[config.mk]
export PLATFORM = sky130hd
export DESIGN_NAME = sac_ctrl
export DESIGN_NICKNAME = d
export VERILOG_FILES = /design/src/core/sac_pkg.sv /design/src/core/sac_ctrl.sv
export VERILOG_INCLUDE_DIRS = /design/src /design/src/core
export SDC_FILE = /design/constraint.sdc
export NUM_CORES = 1
export LEC_CHECK = 0
export BUFFER_PORTS_ARGS = -buffer_cell sky130_fd_sc_hd__buf_2
export CAP_MARGIN = 20
export CELL_PAD_IN_SITES_DETAIL_PLACEMENT = 0
export CELL_PAD_IN_SITES_GLOBAL_PLACEMENT = 1
export CORE_MARGIN = 3
export CORE_UTILIZATION = 40
export DETAILED_ROUTE_END_ITERATION = 8
export GPL_ROUTABILITY_DRIVEN = 0
export GPL_TIMING_DRIVEN = 0
export PLACE_DENSITY_LB_ADDON = 0.05
export SYNTH_ARGS = -nofsm -noshare
export SYNTH_HDL_FRONTEND = slang
export SYNTH_SLANG_ARGS = --single-unit
[constraint.sdc]
create_clock -name core_clk_i -period 2.7 [get_ports core_clk_i]
set_input_delay 0.27 -clock core_clk_i [delete_from_list [all_inputs] [get_ports core_clk_i]]
set_output_delay 0.27 -clock core_clk_i [all_outputs]
set_load 0.02 [all_outputs]
[src/core/sac_defs.svh]
`ifndef SAC_DEFS_SVH
`define SAC_DEFS_SVH
// ============================================================
// register addresses
`define SAC_ADDR_CHSEL   8'hbb
`define SAC_ADDR_CFG     8'hbc
`define SAC_ADDR_RESULT  8'hbf
`define SAC_ADDR_UPPER   8'hc5
`define SAC_ADDR_LOWER   8'hc7
`define SAC_ADDR_CTRL    8'he8
// ============================================================
// reset values
`define SAC_RST_CHSEL    8'h00
`define SAC_RST_CFG      8'h60
`define SAC_RST_RESULT   8'h00
`define SAC_RST_UPPER    8'hff
`define SAC_RST_LOWER    8'h00
`define SAC_RST_CTRL     8'h00
// ============================================================
// field masks and positions
`define SAC_CHSEL_MASK   8'h3f
`define SAC_CFG_MASK     8'he7
`define SAC_BIT_EN       7
`define SAC_BIT_TM       6
`define SAC_BIT_DONE     5
`define SAC_BIT_BUSY     4
`define SAC_BIT_WIN      1
`define SAC_BIT_JUST     0
`define SAC_STM_SW       2'b00
`define SAC_STM_TMR      2'b11
// ============================================================
// timing in sar clocks
`define SAC_TRACK_SAR    3'd3
`define SAC_CONV_SAR     5'd16
`endif

[src/core/sac_pkg.sv]
`default_nettype none
package sac_pkg;
  typedef enum logic [1:0] {
    SAC_IDLE,
    SAC_TRACK,
    SAC_CONV
  } sac_state_t;

  typedef struct packed {
    logic       mux_en;
    logic [1:0] port;
    logic [2:0] pin;
  } sac_chsel_t;

  typedef struct packed {
    logic [3:0] port_en;
    logic [7:0] pin_en;
  } sac_route_t;
endpackage : sac_pkg
`default_nettype wire

[src/core/sac_ctrl.sv]
// Operation
// - channel-select upper two bits read zero
// - mux enable gates all analog pin routing
// - port field selects ports zero to three
// - pin field selects pin zero to seven
// - only the chosen pin goes analog
// - period field divides by 1,2,4,8,16
// - gain field selects 1,2,4,8,16,0.5
// - enable low holds converter in shutdown
// - track mode 0 tracks except converting
// - track mode 1 tracks 3 sar clocks
// - start mode: software 00, timer 11
// - busy write 1 starts only mode 00
// - busy high during conversion; fall signals
// - complete flag set by hardware or by a software write of 1
// - window flag set on an out-of-window result or by a software write of 1
// - justify bit is plain storage
// - data register holds latest unsigned result
// - window detector compares every result
// - upper limit resets to all ones
// - lower limit resets to all zeros
// - conversion lasts 16 sar clocks
`include "sac_defs.svh"
`default_nettype none
module sac_ctrl
  import sac_pkg::*;
(
  input  wire logic       core_clk_i,
  input  wire logic       arst_n_i,
  input  wire logic [7:0] sfr_addr_i,
  input  wire logic       sfr_wr_i,
  input  wire logic [7:0] sfr_wdata_i,
  output logic      [7:0] sfr_rdata_o,
  input  wire logic       timer2_ovf_i,
  input  wire logic [7:0] sar_data_i,
  output logic            shutdown_o,
  output logic            track_o,
  output logic            sar_step_o,
  output logic      [2:0] gain_select_field_o,
  output sac_route_t      route_o,
  output logic            busy_fall_o
);
  // ============================================================
  // registers
  sac_chsel_t  chsel;
  logic [7:0]  cfg;
  logic [7:0]  result;
  logic [7:0]  upper;
  logic [7:0]  lower;
  logic        en_bit;
  logic        tm_bit;
  logic        done_flag;
  logic        win_flag;
  logic [1:0]  stm;
  logic        just_bit;
  sac_state_t  state;
  logic [3:0]  div_cnt;
  logic [4:0]  step_cnt;
  logic        busy;
  logic        busy_q;
  logic        sar_tick;
  logic [3:0]  div_max;
  logic        wr_chsel;
  logic        wr_cfg;
  logic        wr_result;
  logic        wr_upper;
  logic        wr_lower;
  logic        wr_ctrl;
  logic        sw_start;
  logic        trig;
  logic        finish;
  logic        win_hit;

  // ============================================================
  // address decode
  always_comb
  begin
    wr_chsel  = 1'b0;
    wr_cfg    = 1'b0;
    wr_result = 1'b0;
    wr_upper  = 1'b0;
    wr_lower  = 1'b0;
    wr_ctrl   = 1'b0;
    if (sfr_addr_i == `SAC_ADDR_CHSEL)
      wr_chsel = sfr_wr_i;
    else if (sfr_addr_i == `SAC_ADDR_CFG)
      wr_cfg = sfr_wr_i;
    else if (sfr_addr_i == `SAC_ADDR_RESULT)
      wr_result = sfr_wr_i;
    else if (sfr_addr_i == `SAC_ADDR_UPPER)
      wr_upper = sfr_wr_i;
    else if (sfr_addr_i == `SAC_ADDR_LOWER)
      wr_lower = sfr_wr_i;
    else if (sfr_addr_i == `SAC_ADDR_CTRL)
      wr_ctrl = sfr_wr_i;
  end

  always_comb
  begin
    if (sfr_addr_i == `SAC_ADDR_CHSEL)
      sfr_rdata_o = {2'b00, chsel};
    else if (sfr_addr_i == `SAC_ADDR_CFG)
      sfr_rdata_o = cfg;
    else if (sfr_addr_i == `SAC_ADDR_RESULT)
      sfr_rdata_o = result;
    else if (sfr_addr_i == `SAC_ADDR_UPPER)
      sfr_rdata_o = upper;
    else if (sfr_addr_i == `SAC_ADDR_LOWER)
      sfr_rdata_o = lower;
    else if (sfr_addr_i == `SAC_ADDR_CTRL)
      sfr_rdata_o = {en_bit, tm_bit, done_flag, busy, stm, win_flag, just_bit};
    else
      sfr_rdata_o = 8'h00;
  end

  // ============================================================
  // configuration registers
  always_ff @(posedge core_clk_i or negedge arst_n_i)
  begin
    if (!arst_n_i)
      chsel <= sac_chsel_t'(`SAC_RST_CHSEL);
    else if (wr_chsel)
      chsel <= sac_chsel_t'(sfr_wdata_i[5:0]);
  end

  always_ff @(posedge core_clk_i or negedge arst_n_i)
  begin
    if (!arst_n_i)
      cfg <= `SAC_RST_CFG;
    else if (wr_cfg)
      cfg <= sfr_wdata_i & `SAC_CFG_MASK;
  end

  always_ff @(posedge core_clk_i or negedge arst_n_i)
  begin
    if (!arst_n_i)
    begin
      upper <= `SAC_RST_UPPER;
      lower <= `SAC_RST_LOWER;
    end
    else
    begin
      if (wr_upper)
        upper <= sfr_wdata_i;
      if (wr_lower)
        lower <= sfr_wdata_i;
    end
  end

  always_ff @(posedge core_clk_i or negedge arst_n_i)
  begin
    if (!arst_n_i)
    begin
      en_bit   <= 1'b0;
      tm_bit   <= 1'b0;
      stm      <= 2'b00;
      just_bit <= 1'b0;
    end
    else if (wr_ctrl)
    begin
      en_bit   <= sfr_wdata_i[`SAC_BIT_EN];
      tm_bit   <= sfr_wdata_i[`SAC_BIT_TM];
      stm      <= sfr_wdata_i[3:2];
      just_bit <= sfr_wdata_i[`SAC_BIT_JUST];
    end
  end

  // ============================================================
  // analog routing and gain
  assign gain_select_field_o = cfg[2:0];

  genvar gi;
  generate
    for (gi = 0; gi < 8; gi++)
    begin : g_pin
      assign route_o.pin_en[gi] = chsel.mux_en && (chsel.pin == 3'(gi));
    end
    for (gi = 0; gi < 4; gi++)
    begin : g_port
      assign route_o.port_en[gi] = chsel.mux_en && (chsel.port == 2'(gi));
    end
  endgenerate

  // ============================================================
  // sar clock divider
  always_comb
  begin
    if (cfg[7])
      div_max = 4'd15;
    else
      div_max = 4'((4'd1 << cfg[6:5]) - 4'd1);
  end

  always_ff @(posedge core_clk_i or negedge arst_n_i)
  begin
    if (!arst_n_i)
      div_cnt <= 4'd0;
    else if (state == SAC_IDLE || div_cnt >= div_max)
      div_cnt <= 4'd0;
    else
      div_cnt <= div_cnt + 4'd1;
  end

  // one tick per sar clock; the first tick ends the first period after start
  assign sar_tick   = (state != SAC_IDLE) && (div_cnt >= div_max);
  assign sar_step_o = sar_tick;

  // ============================================================
  // conversion sequencer
  // reserved start modes never trigger
  assign sw_start = wr_ctrl && sfr_wdata_i[`SAC_BIT_BUSY] && (stm == `SAC_STM_SW);
  assign trig     = en_bit && (sw_start || (timer2_ovf_i && stm == `SAC_STM_TMR));
  assign finish   = (state == SAC_CONV) && sar_tick && (step_cnt == `SAC_CONV_SAR - 5'd1);

  always_ff @(posedge core_clk_i or negedge arst_n_i)
  begin
    if (!arst_n_i)
    begin
      state    <= SAC_IDLE;
      step_cnt <= 5'd0;
    end
    else if (!en_bit)
    begin
      state    <= SAC_IDLE;
      step_cnt <= 5'd0;
    end
    else
    begin
      case (state)
        SAC_IDLE:
          if (trig)
          begin
            state    <= tm_bit ? SAC_TRACK : SAC_CONV;
            step_cnt <= 5'd0;
          end
        SAC_TRACK:
          if (sar_tick)
          begin
            if (step_cnt == 5'(`SAC_TRACK_SAR) - 5'd1)
            begin
              state    <= SAC_CONV;
              step_cnt <= 5'd0;
            end
            else
              step_cnt <= step_cnt + 5'd1;
          end
        SAC_CONV:
          if (sar_tick)
          begin
            if (finish)
            begin
              state    <= SAC_IDLE;
              step_cnt <= 5'd0;
            end
            else
              step_cnt <= step_cnt + 5'd1;
          end
        default:
          state <= SAC_IDLE;
      endcase
    end
  end

  assign busy       = (state != SAC_IDLE);
  assign shutdown_o = !en_bit;
  assign track_o    = en_bit && (tm_bit ? (state == SAC_TRACK) : (state == SAC_IDLE));

  // ============================================================
  // result, flags
  assign win_hit = (sar_data_i > upper) || (sar_data_i < lower);

  always_ff @(posedge core_clk_i or negedge arst_n_i)
  begin
    if (!arst_n_i)
      result <= `SAC_RST_RESULT;
    else if (finish)
      result <= sar_data_i;
    else if (wr_result)
      result <= sfr_wdata_i;
  end

  // set wins over a software clear in the same cycle
  always_ff @(posedge core_clk_i or negedge arst_n_i)
  begin
    if (!arst_n_i)
    begin
      done_flag <= 1'b0;
      win_flag  <= 1'b0;
    end
    else
    begin
      if (finish)
        done_flag <= 1'b1;
      else if (wr_ctrl)
        done_flag <= sfr_wdata_i[`SAC_BIT_DONE];
      if (finish && win_hit)
        win_flag <= 1'b1;
      else if (wr_ctrl)
        win_flag <= sfr_wdata_i[`SAC_BIT_WIN];
    end
  end

  always_ff @(posedge core_clk_i or negedge arst_n_i)
  begin
    if (!arst_n_i)
      busy_q <= 1'b0;
    else
      busy_q <= busy;
  end

  assign busy_fall_o = busy_q && !busy;

  // ============================================================
  // checks
  a_chsel_upper_zero: assert property (@(posedge core_clk_i) disable iff (!arst_n_i)
    sfr_addr_i == `SAC_ADDR_CHSEL |-> sfr_rdata_o[7:6] == 2'b00)
    else $error("channel select upper bits not zero");
  a_route_off_gate: assert property (@(posedge core_clk_i) disable iff (!arst_n_i)
    !chsel.mux_en |-> route_o.pin_en == 8'h00 && route_o.port_en == 4'h0)
    else $error("pin routed while mux disabled");
  a_route_one_pin: assert property (@(posedge core_clk_i) disable iff (!arst_n_i)
    chsel.mux_en |-> $onehot(route_o.pin_en) && $onehot(route_o.port_en))
    else $error("routing not a single pin");
  a_busy_sw_start: assert property (@(posedge core_clk_i) disable iff (!arst_n_i)
    state == SAC_IDLE && en_bit && sw_start |=> busy)
    else $error("software start ignored");
  a_busy_reserved: assert property (@(posedge core_clk_i) disable iff (!arst_n_i)
    state == SAC_IDLE && (stm == 2'b01 || stm == 2'b10) |=> !busy)
    else $error("reserved mode started conversion");
  a_done_on_fall: assert property (@(posedge core_clk_i) disable iff (!arst_n_i)
    $fell(busy) && en_bit |-> done_flag && result == $past(sar_data_i))
    else $error("completion flag or result missing");
  a_done_sticky: assert property (@(posedge core_clk_i) disable iff (!arst_n_i)
    done_flag && !$past(wr_ctrl) |-> $past(done_flag) || $past(finish))
    else $error("completion flag changed without cause");
  a_track_len: assert property (@(posedge core_clk_i) disable iff (!arst_n_i)
    $rose(state == SAC_TRACK) && cfg[7:5] == 3'b000 && en_bit |->
      (state == SAC_TRACK) [*3] ##1 (state == SAC_CONV || !en_bit))
    else $error("track phase not three sar clocks");
  a_conv_len: assert property (@(posedge core_clk_i) disable iff (!arst_n_i)
    $rose(state == SAC_CONV) && cfg[7:5] == 3'b000 && en_bit && !wr_cfg |->
      ##15 (state == SAC_CONV || !en_bit))
    else $error("conversion shorter than sixteen sar clocks");
endmodule : sac_ctrl
`default_nettype wire

**Word-level counts from Yosys, hierarchy flattened**

Index checks and enable logic that the tools add are counted.

- Memories: 0
- Input port bits: 28
- Bits in latches: 0
- Output and inout port bits: 27
- Memory bits (writable): 0
- Bits in registers: 55
- Bits in read-only memories: 0
- Logic and storage cells: 139

- Bitwise operators: 0
- Shifts and indexed selects: 1
- Divide/modulo/power cells: 0
- Multiplexer cells: 51
- Magnitude comparators: 3
- Reduce and logical (&&, ||, !) cells: 37
- Multiply operators: 0
- Eq/ne operators: 27
- Add/sub/neg operators: 3

Operators with widths:

| kind | number |
|---|---|
| 2-to-1 mux 8 bit | 8 |
| == test 8 bit, second input constant | 6 |
| 2-to-1 mux 5 bit | 6 |
| 2-to-1 mux 1 bit | 26 |
| logical AND 1 bit | 22 |
| inequality test 3 bit, second input constant | 5 |
| one-hot mux 5 bit (3 select lines) | 1 |
| 2-to-1 mux 2 bit | 7 |
| == test 3 bit, second input constant | 4 |
| == test 2 bit, second input constant | 4 |
| > comparator 8 bit | 1 |
| less-than comparator 8 bit | 1 |
| 2-to-1 mux 4 bit | 2 |
| nonzero test 2 bit | 4 |
| == test 3 x 2 -> 1 bit, second input constant | 2 |
| logical NOT 2 bit | 3 |
| one-hot mux 2 bit (3 select lines) | 1 |
| adder 5 x 1 -> 5 bit, second input constant | 1 |
| == test 5 x 2 -> 1 bit, second input constant | 1 |
| == test 5 x 4 -> 1 bit, second input constant | 1 |
| AND reduction 5 bit | 1 |
| adder 4 x 1 -> 4 bit, second input constant | 1 |
| == test 2 x 1 -> 1 bit, second input constant | 2 |
| greater-or-equal comparator 4 bit | 1 |
| 8 further kinds | 11 |

**Logic depth before layout (Yosys ltp)**

Gate-level depths: netlist (run 1).

- Depth in word-level cells: 14
- Depth in mapped cells: 10
- Depth with buffers taken out: 8

**Worst setup path after synthesis (run 1)**

Ideal clock, no wire load.

- Path type: reg2reg
- Start point: register cfg[7]
- End point: register result[6]
- Setup time: 0.121 ns
- Clock period less this slack: 2.609 ns
- Data arrival time: 2.488 ns
- Stages on the path, launching flop included: 10
- Buffers on the path: 2
- Setup slack: 0.091 ns
- Data required time: 2.579 ns
- Path through: dfrtp_1 or3_1 ha_1 nand2b_1 a2111oi_4 nor3_1 and3_1 buf_2 buf_6 o21ai_1

- Cells in the longest elaborated chain, start to end: 6
- Elaborated cells between the ends (all ways): 7
- Classes of those cells: order compare: 1; mux: 2; reduce/logical: 4

Ends and longest elaborated chain:

| element | line | RTL |
|---|---|---|
| from (decl) | sac_ctrl.sv:46 | `logic [7:0] cfg;` |
| from (signal assigned) | sac_ctrl.sv:129 | `` cfg <= `SAC_RST_CFG; `` |
| from (signal assigned) | sac_ctrl.sv:131 | `` cfg <= sfr_wdata_i & `SAC_CFG_MASK; `` |
| 2-to-1 mux 4 bit * | sac_ctrl.sv:188 | `if (cfg[7])` |
| greater-or-equal comparator 4 bit * | sac_ctrl.sv:205 | `assign sar_tick = (state != SAC_IDLE) && (div_cnt >= div_max);` |
| logical AND 1 bit * | sac_ctrl.sv:205 |  |
| named net sar_step_o | sac_ctrl.sv:38 | `output logic sar_step_o,` |
| logical AND 1 bit * (2 in series) | sac_ctrl.sv:213 | `` assign finish = (state == SAC_CONV) && sar_tick && (step_cnt == `SAC_CONV_SAR - 5'd1); `` |
| 2-to-1 mux 8 bit / nonzero test 2 bit (equally long branches) | n/a |  |
| to (signal assigned) | sac_ctrl.sv:275 | `` result <= `SAC_RST_RESULT; `` |
| to (signal assigned) | sac_ctrl.sv:277 | `result <= sar_data_i;` |
| to (signal assigned) | sac_ctrl.sv:279 | `result <= sfr_wdata_i;` |
| to (decl) | sac_ctrl.sv:47 | `logic [7:0] result;` |

Mark *: on every way through the listed nets, which the timed path passes. The rest lies on a longest branch.
A chain may end at the register's enable or synchronous reset.

**Worst setup path in the final report (run 1)**

- Start point: register cfg[7]
- End point: register step_cnt[3]

- Cells in the longest elaborated chain, start to end: 9
- Elaborated cells between the ends (all ways): 12
- Classes of those cells: order compare: 1; eq/ne: 2; mux: 5; reduce/logical: 4

Ends and longest elaborated chain:

| element | line | RTL |
|---|---|---|
| 2-to-1 mux 4 bit * | sac_ctrl.sv:188 |  |
| greater-or-equal comparator 4 bit * | sac_ctrl.sv:205 |  |
| logical AND 1 bit * | sac_ctrl.sv:205 |  |
| logical AND 1 bit (2 in series) | sac_ctrl.sv:213 |  |
| 2-to-1 mux 5 bit | sac_ctrl.sv:250 | `if (finish)` |
| 2-to-1 mux 5 bit | sac_ctrl.sv:248 | `if (sar_tick)` |
| one-hot mux 5 bit (3 select lines) | sac_ctrl.sv:229 | `case (state)` |
| 2-to-1 mux 5 bit | sac_ctrl.sv:222 | `else if (!en_bit)` |
| to (signal assigned) | sac_ctrl.sv:245 | `step_cnt <= step_cnt + 5'd1;` |
| to (signal assigned) | sac_ctrl.sv:256 | `step_cnt <= step_cnt + 5'd1;` |
| to (decl) | sac_ctrl.sv:58 | `logic [4:0] step_cnt;` |

Mark *: on every way between the ends. The rest lies on a longest branch, timed or not. The select of a mux whose other input is x is not followed.

==> results of run 1 <==
repair_timing:
action / in CTS / in global routing
hold buffers: 1 / 0
cloned: 0 / 0
resized for setup: 1 / 7
pin swaps: 1 / 5
endpoints found under the setup margin: 11 / 8
endpoints found under the hold margin: 19 / 0
buffers inserted: 1 / 2
worst register-to-register path: stages, from the launching register on:
cell	delay, ns
dfrtp_1	0.41
or3_1	0.38
ha_1	0.28
nand2b_4	0.15
a2111oi_4	0.46
buf_4	0.20
o311ai_2	0.13
nand2_4	0.14
nor2_2	0.06
a221o_1	0.32
kinds of logic (layout without fill, tap and decap cells):
logic type,count (synthesis),count (layout)
XOR/XNOR,2,2
buffers and inverters,40,105
adder cells (fa/ha/maj),26,26
AO/OA/AOI/OAI,86,86
multiplexers,35,35
AND/OR/NAND/NOR,117,117
flip-flops,55,55
per-layer routing:
| metal | vias up | global-route usage | wire length (um) | part of all wire |
|---|---|---|---|---|
| li1 | 1426 | - | - | - |
| met1 | 1332 | 0.298 | 4810 | 0.53 |
| met2 | 49 | 0.281 | 3880 | 0.43 |
| met3 | 7 | 0.0278 | 337 | 0.037 |
| met4 | 0 | 0.0373 | 80 | 0.0088 |
| met5 | - | 0 | 0 | 0 |
final cells by class:
cell class / instances / area share
Tap cell: 105 / 0.0318
Timing Repair Buffer: 57 / 0.0756
Multi-Input combinational cell: 266 / 0.483
Inverter: 26 / 0.0236
Buffer: 14 / 0.0245
Sequential cell: 55 / 0.336
Clock inverter: 1 / 0.00726
Clock buffer: 7 / 0.0185
flip-flops by register name, indices dropped and copies added, names as in the netlist, 2 cells and up:
name,flops
cfg,6
chsel,6
div_cnt,4
lower,8
result,8
state,2
step_cnt,5
stm,2
upper,8
stage by stage:
step	setup TNS [ns]	util	worst slack (ns)	cell area, um2
2_1_floorplan	0	-	0.0908	3540
3_3_place_gp	-0.125	0.467	-0.0855	3940
3_5_place_dp	-0.143	0.470	-0.0790	3960
4_1_cts	0	0.485	0.0340	4090
5_1_grt	-0.0254	0.491	-0.0148	4140
6_report	0	0.491	0.0705	4140
worst max path at each step:
stage	end	depth (start not counted)	slack (ns)	start
after floorplan	result[6]$_DFFE_PN0P_	9	0.09	cfg[7]$_DFFE_PN0P_
after global placement	win_flag$_DFFE_PN0P_	10	-0.09	cfg[7]$_DFFE_PN0P_
after detailed placement	win_flag$_DFFE_PN0P_	10	-0.08	cfg[7]$_DFFE_PN0P_
after CTS	win_flag$_DFFE_PN0P_	10	0.03	cfg[7]$_DFFE_PN0P_
after global routing	step_cnt[3]$_DFFE_PN0P_	9	-0.01	cfg[7]$_DFFE_PN0P_
final	step_cnt[3]$_DFFE_PN0P_	9	0.07	cfg[7]$_DFFE_PN0P_
cells in the mapped netlist (4+ instances only):
cell / n
a21oi_1: 11
a221o_1: 7
and2_1: 4
nand3_1: 6
nor2_1: 26
mux2i_1: 9
mux2_1: 7
nand2_1: 37
dfstp_2: 10
nand4_1: 4
mux2_2: 19
buf_2: 7
nor3_1: 7
ha_1: 26
o21ai_1: 18
and3_1: 4
a21o_1: 4
nand2b_1: 6
o21ai_0: 12
a22oi_1: 4
o21a_1: 5
inv_1: 25
dfrtp_1: 45
cells in the final DEF (no fill, tap or decap), types with 4 or more instances in the layout:
cell      instances
ha_1             26
o21ai_1          18
a21oi_1          11
o21a_1            5
a221o_1           7
nand3_1           6
o21ai_0          12
mux2_2           19
nand2b_1          5
a22oi_1           4
mux2i_1           9
mux2_1            7
inv_1            25
buf_4             6
buf_6             4
nand4_1           4
nor2_1           26
dfstp_2          10
nand2_1          37
buf_2            58
nor3_1            6
a21o_1            4
clkbuf_8          5
and3_1            4
dfrtp_1          45
and2_1            4
power breakdown:
part	switching [mW]	internal, mW
combinational	0.151	0.109
sequential	0.0322	0.865
clock	0.288	0.279
total	0.472	1.25
==> metrics, run 1 <==
status=finished, final reports clean; Max Clock Freq=380 MHz; DR WL/cell=17.2 um; DR vias=2814; router iterations before antenna repair=4; Post-Layout Cell Count=between 500 and 600; number of synthesized flops with an enable pin=0; Tmin final=~2.6 ns; Max Cap Violations=0; Pins Over Slew Limit=0; Final ANT Viol Nets=0; via/cell ratio=roughly 5.3; worst path bufs/invs=1; crit path launch type=flip-flop; FILL cells=834; area of the multi-input gates=2000 um2; slowest CP cell=a2111oi_4; static leakage=2.05 nW; Seq cells post-synth=55; adder-cell share of the synthesized area=0.0918; GR Overflow Total=0; post-synth top area share=0.318; Final Hold Vio Count=0; post-synthesis cell area=3540 um2; Hold WC Path Type=primary input to flip-flop; share of layout cells above drive strength 1=0.296; Reg-to-Reg End=step_cnt[3]$_DFFE_PN0P_; core area=8420 um2; CP Data Arrival Time=2.84 ns; setup slack, reg-to-reg=0.07 ns; port bufs=52; first-pass GRT wire length=15000 um; post-route clock period utilization=0.974; CP max stage delay=0.46 ns; Rows=33; Setup Skew=0.0118 ns; mux share of post-synthesis cell area=0.108; # diodes=0; vias in the first global route=2801; # nets final=approximately 480; sequential fraction of the synthesis area=0.392; Synth area leader=dfrtp_1; TritonCTS Buffers=5; Worst slew margin=0.612; Crit Path Class=flip-flop to flip-flop; simple-gate share of the synthesized area=0.176; CTS tree=yes; io pins=55; Main synth FF type=dfrtp_1; clk sinks=55; Hold Crit Depth=3; synth top area cells=dfrtp_1 (32%), ha_1 (9.2%), dfstp_2 (7.4%); die width=100 um; clk_lat worst skew=0.32 ns; Clock Path Buffers=2; detailed-route wire length=a little over 9000 um; Root Buffer Master=clkbuf_8; yosys warns=0; Detail Placement HPWL=7130 um; GRT Total Usage=0.191; Worst Hold End=result[0]$_DFFE_PN0P_; Tightest Pin Transition=0.583 ns; RR Startpoint=cfg[7]$_DFFE_PN0P_; number of DRC markers in iteration 0=around 170; initial antenna violation count=0; delay-heaviest family, CP=compound AO/OA/AOI/OAI gates; Max VDD drop=0.231 mV; syn avg cell area=slightly below 10 um2; power per cell area=417 nW/um2; die footprint=10000 um2; asr flop ratio synth=1.00; H-tree Lvls=2; Seq. cell area=1390 um2; Compound-Gate Fraction of Synth Area=0.173; CP cell instances=or3_1 > ha_1 > nand2b_4 > a2111oi_4 > buf_4 > o311ai_2 > nand2_4 > nor2_2 > a221o_1; origin of the worst min-delay path=sar_data_i[0]; clock transition at the registers of the reported paths=0.11 ns; Die Ht=approximately 100 um; Netlist cell types=62; Mapped Cells=361; largest family of logic cells by synthesized area=simple AND/OR/NAND/NOR gates; post-synth net total=415; placed cells=519; pin count of the biggest net entering global routing=32; Area Growth Syn to Fin=16.7%; setup violators final=0; R2R cell count=9; crit path capture type=flip-flop; Remaining DRCs=0; Starting Density=0.421; Worst Path Max Fanout=8; CP required=2.91 ns; xor and xnor area share after synthesis=0.00494; Hold Slack=around 0.2 ns; Overall Power=1.72 mW
(Power assumes the default switching activity.)
==> run 2: changes to the inputs <==
--- a/config.mk
+++ b/config.mk
@@ -11,7 +11,7 @@
 export CELL_PAD_IN_SITES_DETAIL_PLACEMENT = 0
 export CELL_PAD_IN_SITES_GLOBAL_PLACEMENT = 1
 export CORE_MARGIN = 3
-export CORE_UTILIZATION = 40
+export CORE_UTILIZATION = 44
 export DETAILED_ROUTE_END_ITERATION = 8
 export GPL_ROUTABILITY_DRIVEN = 0
 export GPL_TIMING_DRIVEN = 0
==> constraint.sdc (replaced) <==
create_clock -name core_clk_i -period 2.8 [get_ports core_clk_i]
set_input_delay 0.28 -clock core_clk_i [delete_from_list [all_inputs] [get_ports core_clk_i]]
set_output_delay 0.28 -clock core_clk_i [all_outputs]
set_load 0.02 [all_outputs]
==> run 2 against run 1 <==
The run now ends with negative hold slack left. First-iteration DRC count fell by 16%. Critical path depth unchanged. Clock power decreased by 13%. Total power shrank 6.8%. Sequential share of layout area grew 0.21 points. Register-to-register slack is essentially flat. Core utilization increased by 3.9 points. Global-route usage is 1.5 points higher. Combinational power shrank 5%. Hold slack got worse by 0.21 ns. Worst setup slack better by 0.013 ns. Critical endpoint unchanged.
==> metrics, run 2 (synthesis gave the netlist of run 1 again) <==
first-pass GRT wire length=14500 um; share of layout cells above drive strength 1=0.300; top layer used by detailed routing=met4; Remaining DRCs=0; clk sinks=55; # diodes=0; DR vias=about 2.8k; Final Hold Vio Count=21; setup_tns=0 ns; Worst slew margin=0.564; CTS tree=yes; Crit Path Class=flip-flop to flip-flop; Max VDD drop=0.198 mV; initial antenna violation count=0; clock transition at the registers of the reported paths=~0.10 ns; GR Overflow Total=0; # nets final=480; met3 wire length=457 um; most frequent cells in the layout=buf_2 (58), dfrtp_1 (44), nand2_1 (37), nor2_1 (26), ha_1 (26); setup violators final=0; Final Util=0.530; Routed met1 length=4590 um; GRT Total Usage=0.206; io pins=55; power per cell area=391 nW/um2; CP required=3.00 ns; Worst Path Max Fanout=6; die width=95.8 um; vias in the first global route=2745; DR WL/cell=16.8 um; TritonCTS Buffers=5; area of the multi-input gates=1980 um2; via/cell ratio=5.36; metal2 WL=between 3000 and 4000 um; Design Area, Final=4110 um2; Die Ht=95.8 um; die footprint=9170 um2; CTS Hold Buffers Added=0; core area=7770 um2; crit path capture type=flip-flop; Setup Skew=about 0.0053 ns; router iterations before antenna repair=4; violated checks=negative hold slack; detailed-route wire length=8860 um; clk_lat worst skew=0.31 ns; pin count of the biggest net entering global routing=29; Max Clock Freq=~370 MHz; Pins Over Slew Limit=0; Final ANT Viol Nets=0; Detail Placement HPWL=6940 um; most common cell after layout, fill and taps aside=buf_2; H-tree Lvls=2; status=finished with violations; crit path launch type=flip-flop; Tightest Pin Transition=0.654 ns; FILL cells=782; Tmin final=2.72 ns; post-route clock period utilization=0.970; Starting Density=0.456; Root Buffer Master=clkbuf_8; Max Cap Violations=0; port bufs=52; Hold WC Path Type=primary input to asynchronous set/reset pin; Rows=32; Post-DP Area=~4000 um2; Area Growth Syn to Fin=16.1%; Clock Path Buffers=2; static leakage=2.04 nW; top flop regs=lower (8), result (8), upper (8); Seq. cell area=1390 um2; setup slack, reg-to-reg=around 0.084 ns; number of DRC markers in iteration 0=roughly 140; Overall Power=1.61 mW; Hold Slack=-0.0132 ns; CP Data Arrival Time=2.92 ns
[run 2: critical path, cell delays in order (launching register included)]
cell and delay (ns):
dfrtp_2 0.45, or3_1 0.38, ha_1 0.27, nand2b_1 0.14
a2111oi_4 0.10, buf_4 0.15, or4_1 0.57, o2111ai_4 0.13
nor2_2 0.10, a221o_1 0.32
[run 2: where the power goes]
| group | switching, mW | internal, mW | total (mW) |
|---|---|---|---|
| combinational | 0.142 | 0.104 | 0.246 |
| sequential | 0.0309 | 0.835 | 0.866 |
| clock | 0.269 | 0.226 | 0.495 |
[run 2: per-layer routing]
layer | global-route usage | vias to the layer above
li1 | - | 1430
met1 | 0.316 | 1325
met2 | 0.306 | 75
met3 | 0.0336 | 4
met4 | 0.0391 | 0
met5 | 0 | -
[run 2: layout make-up]
type | count | share of cell area
flip-flops and latches | 55 | 0.338
clock inverters | 1 | 0.00182
repair buffers | 58 | 0.0773
clock buffers | 7 | 0.0234
inverters | 26 | 0.0237
well taps | 102 | 0.0310
plain buffers | 14 | 0.0237
multi-input cells | 266 | 0.481
[run 2: worst paths after layout]
path	cells after the start	startpoint	endpoint
setup / recovery	9	cfg[7]$_DFFE_PN0P_	step_cnt[3]$_DFFE_PN0P_
hold reg to reg	2	step_cnt[4]$_DFFE_PN0P_	step_cnt[4]$_DFFE_PN0P_
min in group core_clk_i	3	sar_data_i[0]	result[0]$_DFFE_PN0P_
hold / removal	1	arst_n_i	cfg[1]$_DFFE_PN0P_
setup reg to reg	9	cfg[7]$_DFFE_PN0P_	step_cnt[3]$_DFFE_PN0P_
max in group asynchronous	2	arst_n_i	upper[5]$_DFFE_PN1P_
[run 2: what timing repair did]
| item | in CTS | in global routing |
|---|---|---|
| endpoints found under the setup margin | 1 | 5 |
| cloned | 0 | 0 |
| buffers inserted | 0 | 5 |
| pin swaps | 1 | 5 |
| gates resized for setup | 0 | 5 |
[run 2: stage by stage]
step,worst slack (ns),cells
after floorplan,0.191,361
after global placement,0.0170,515
after detailed placement,0.00245,516
after CTS,0.0274,524
after global routing,-0.0120,529
final,0.0837,529
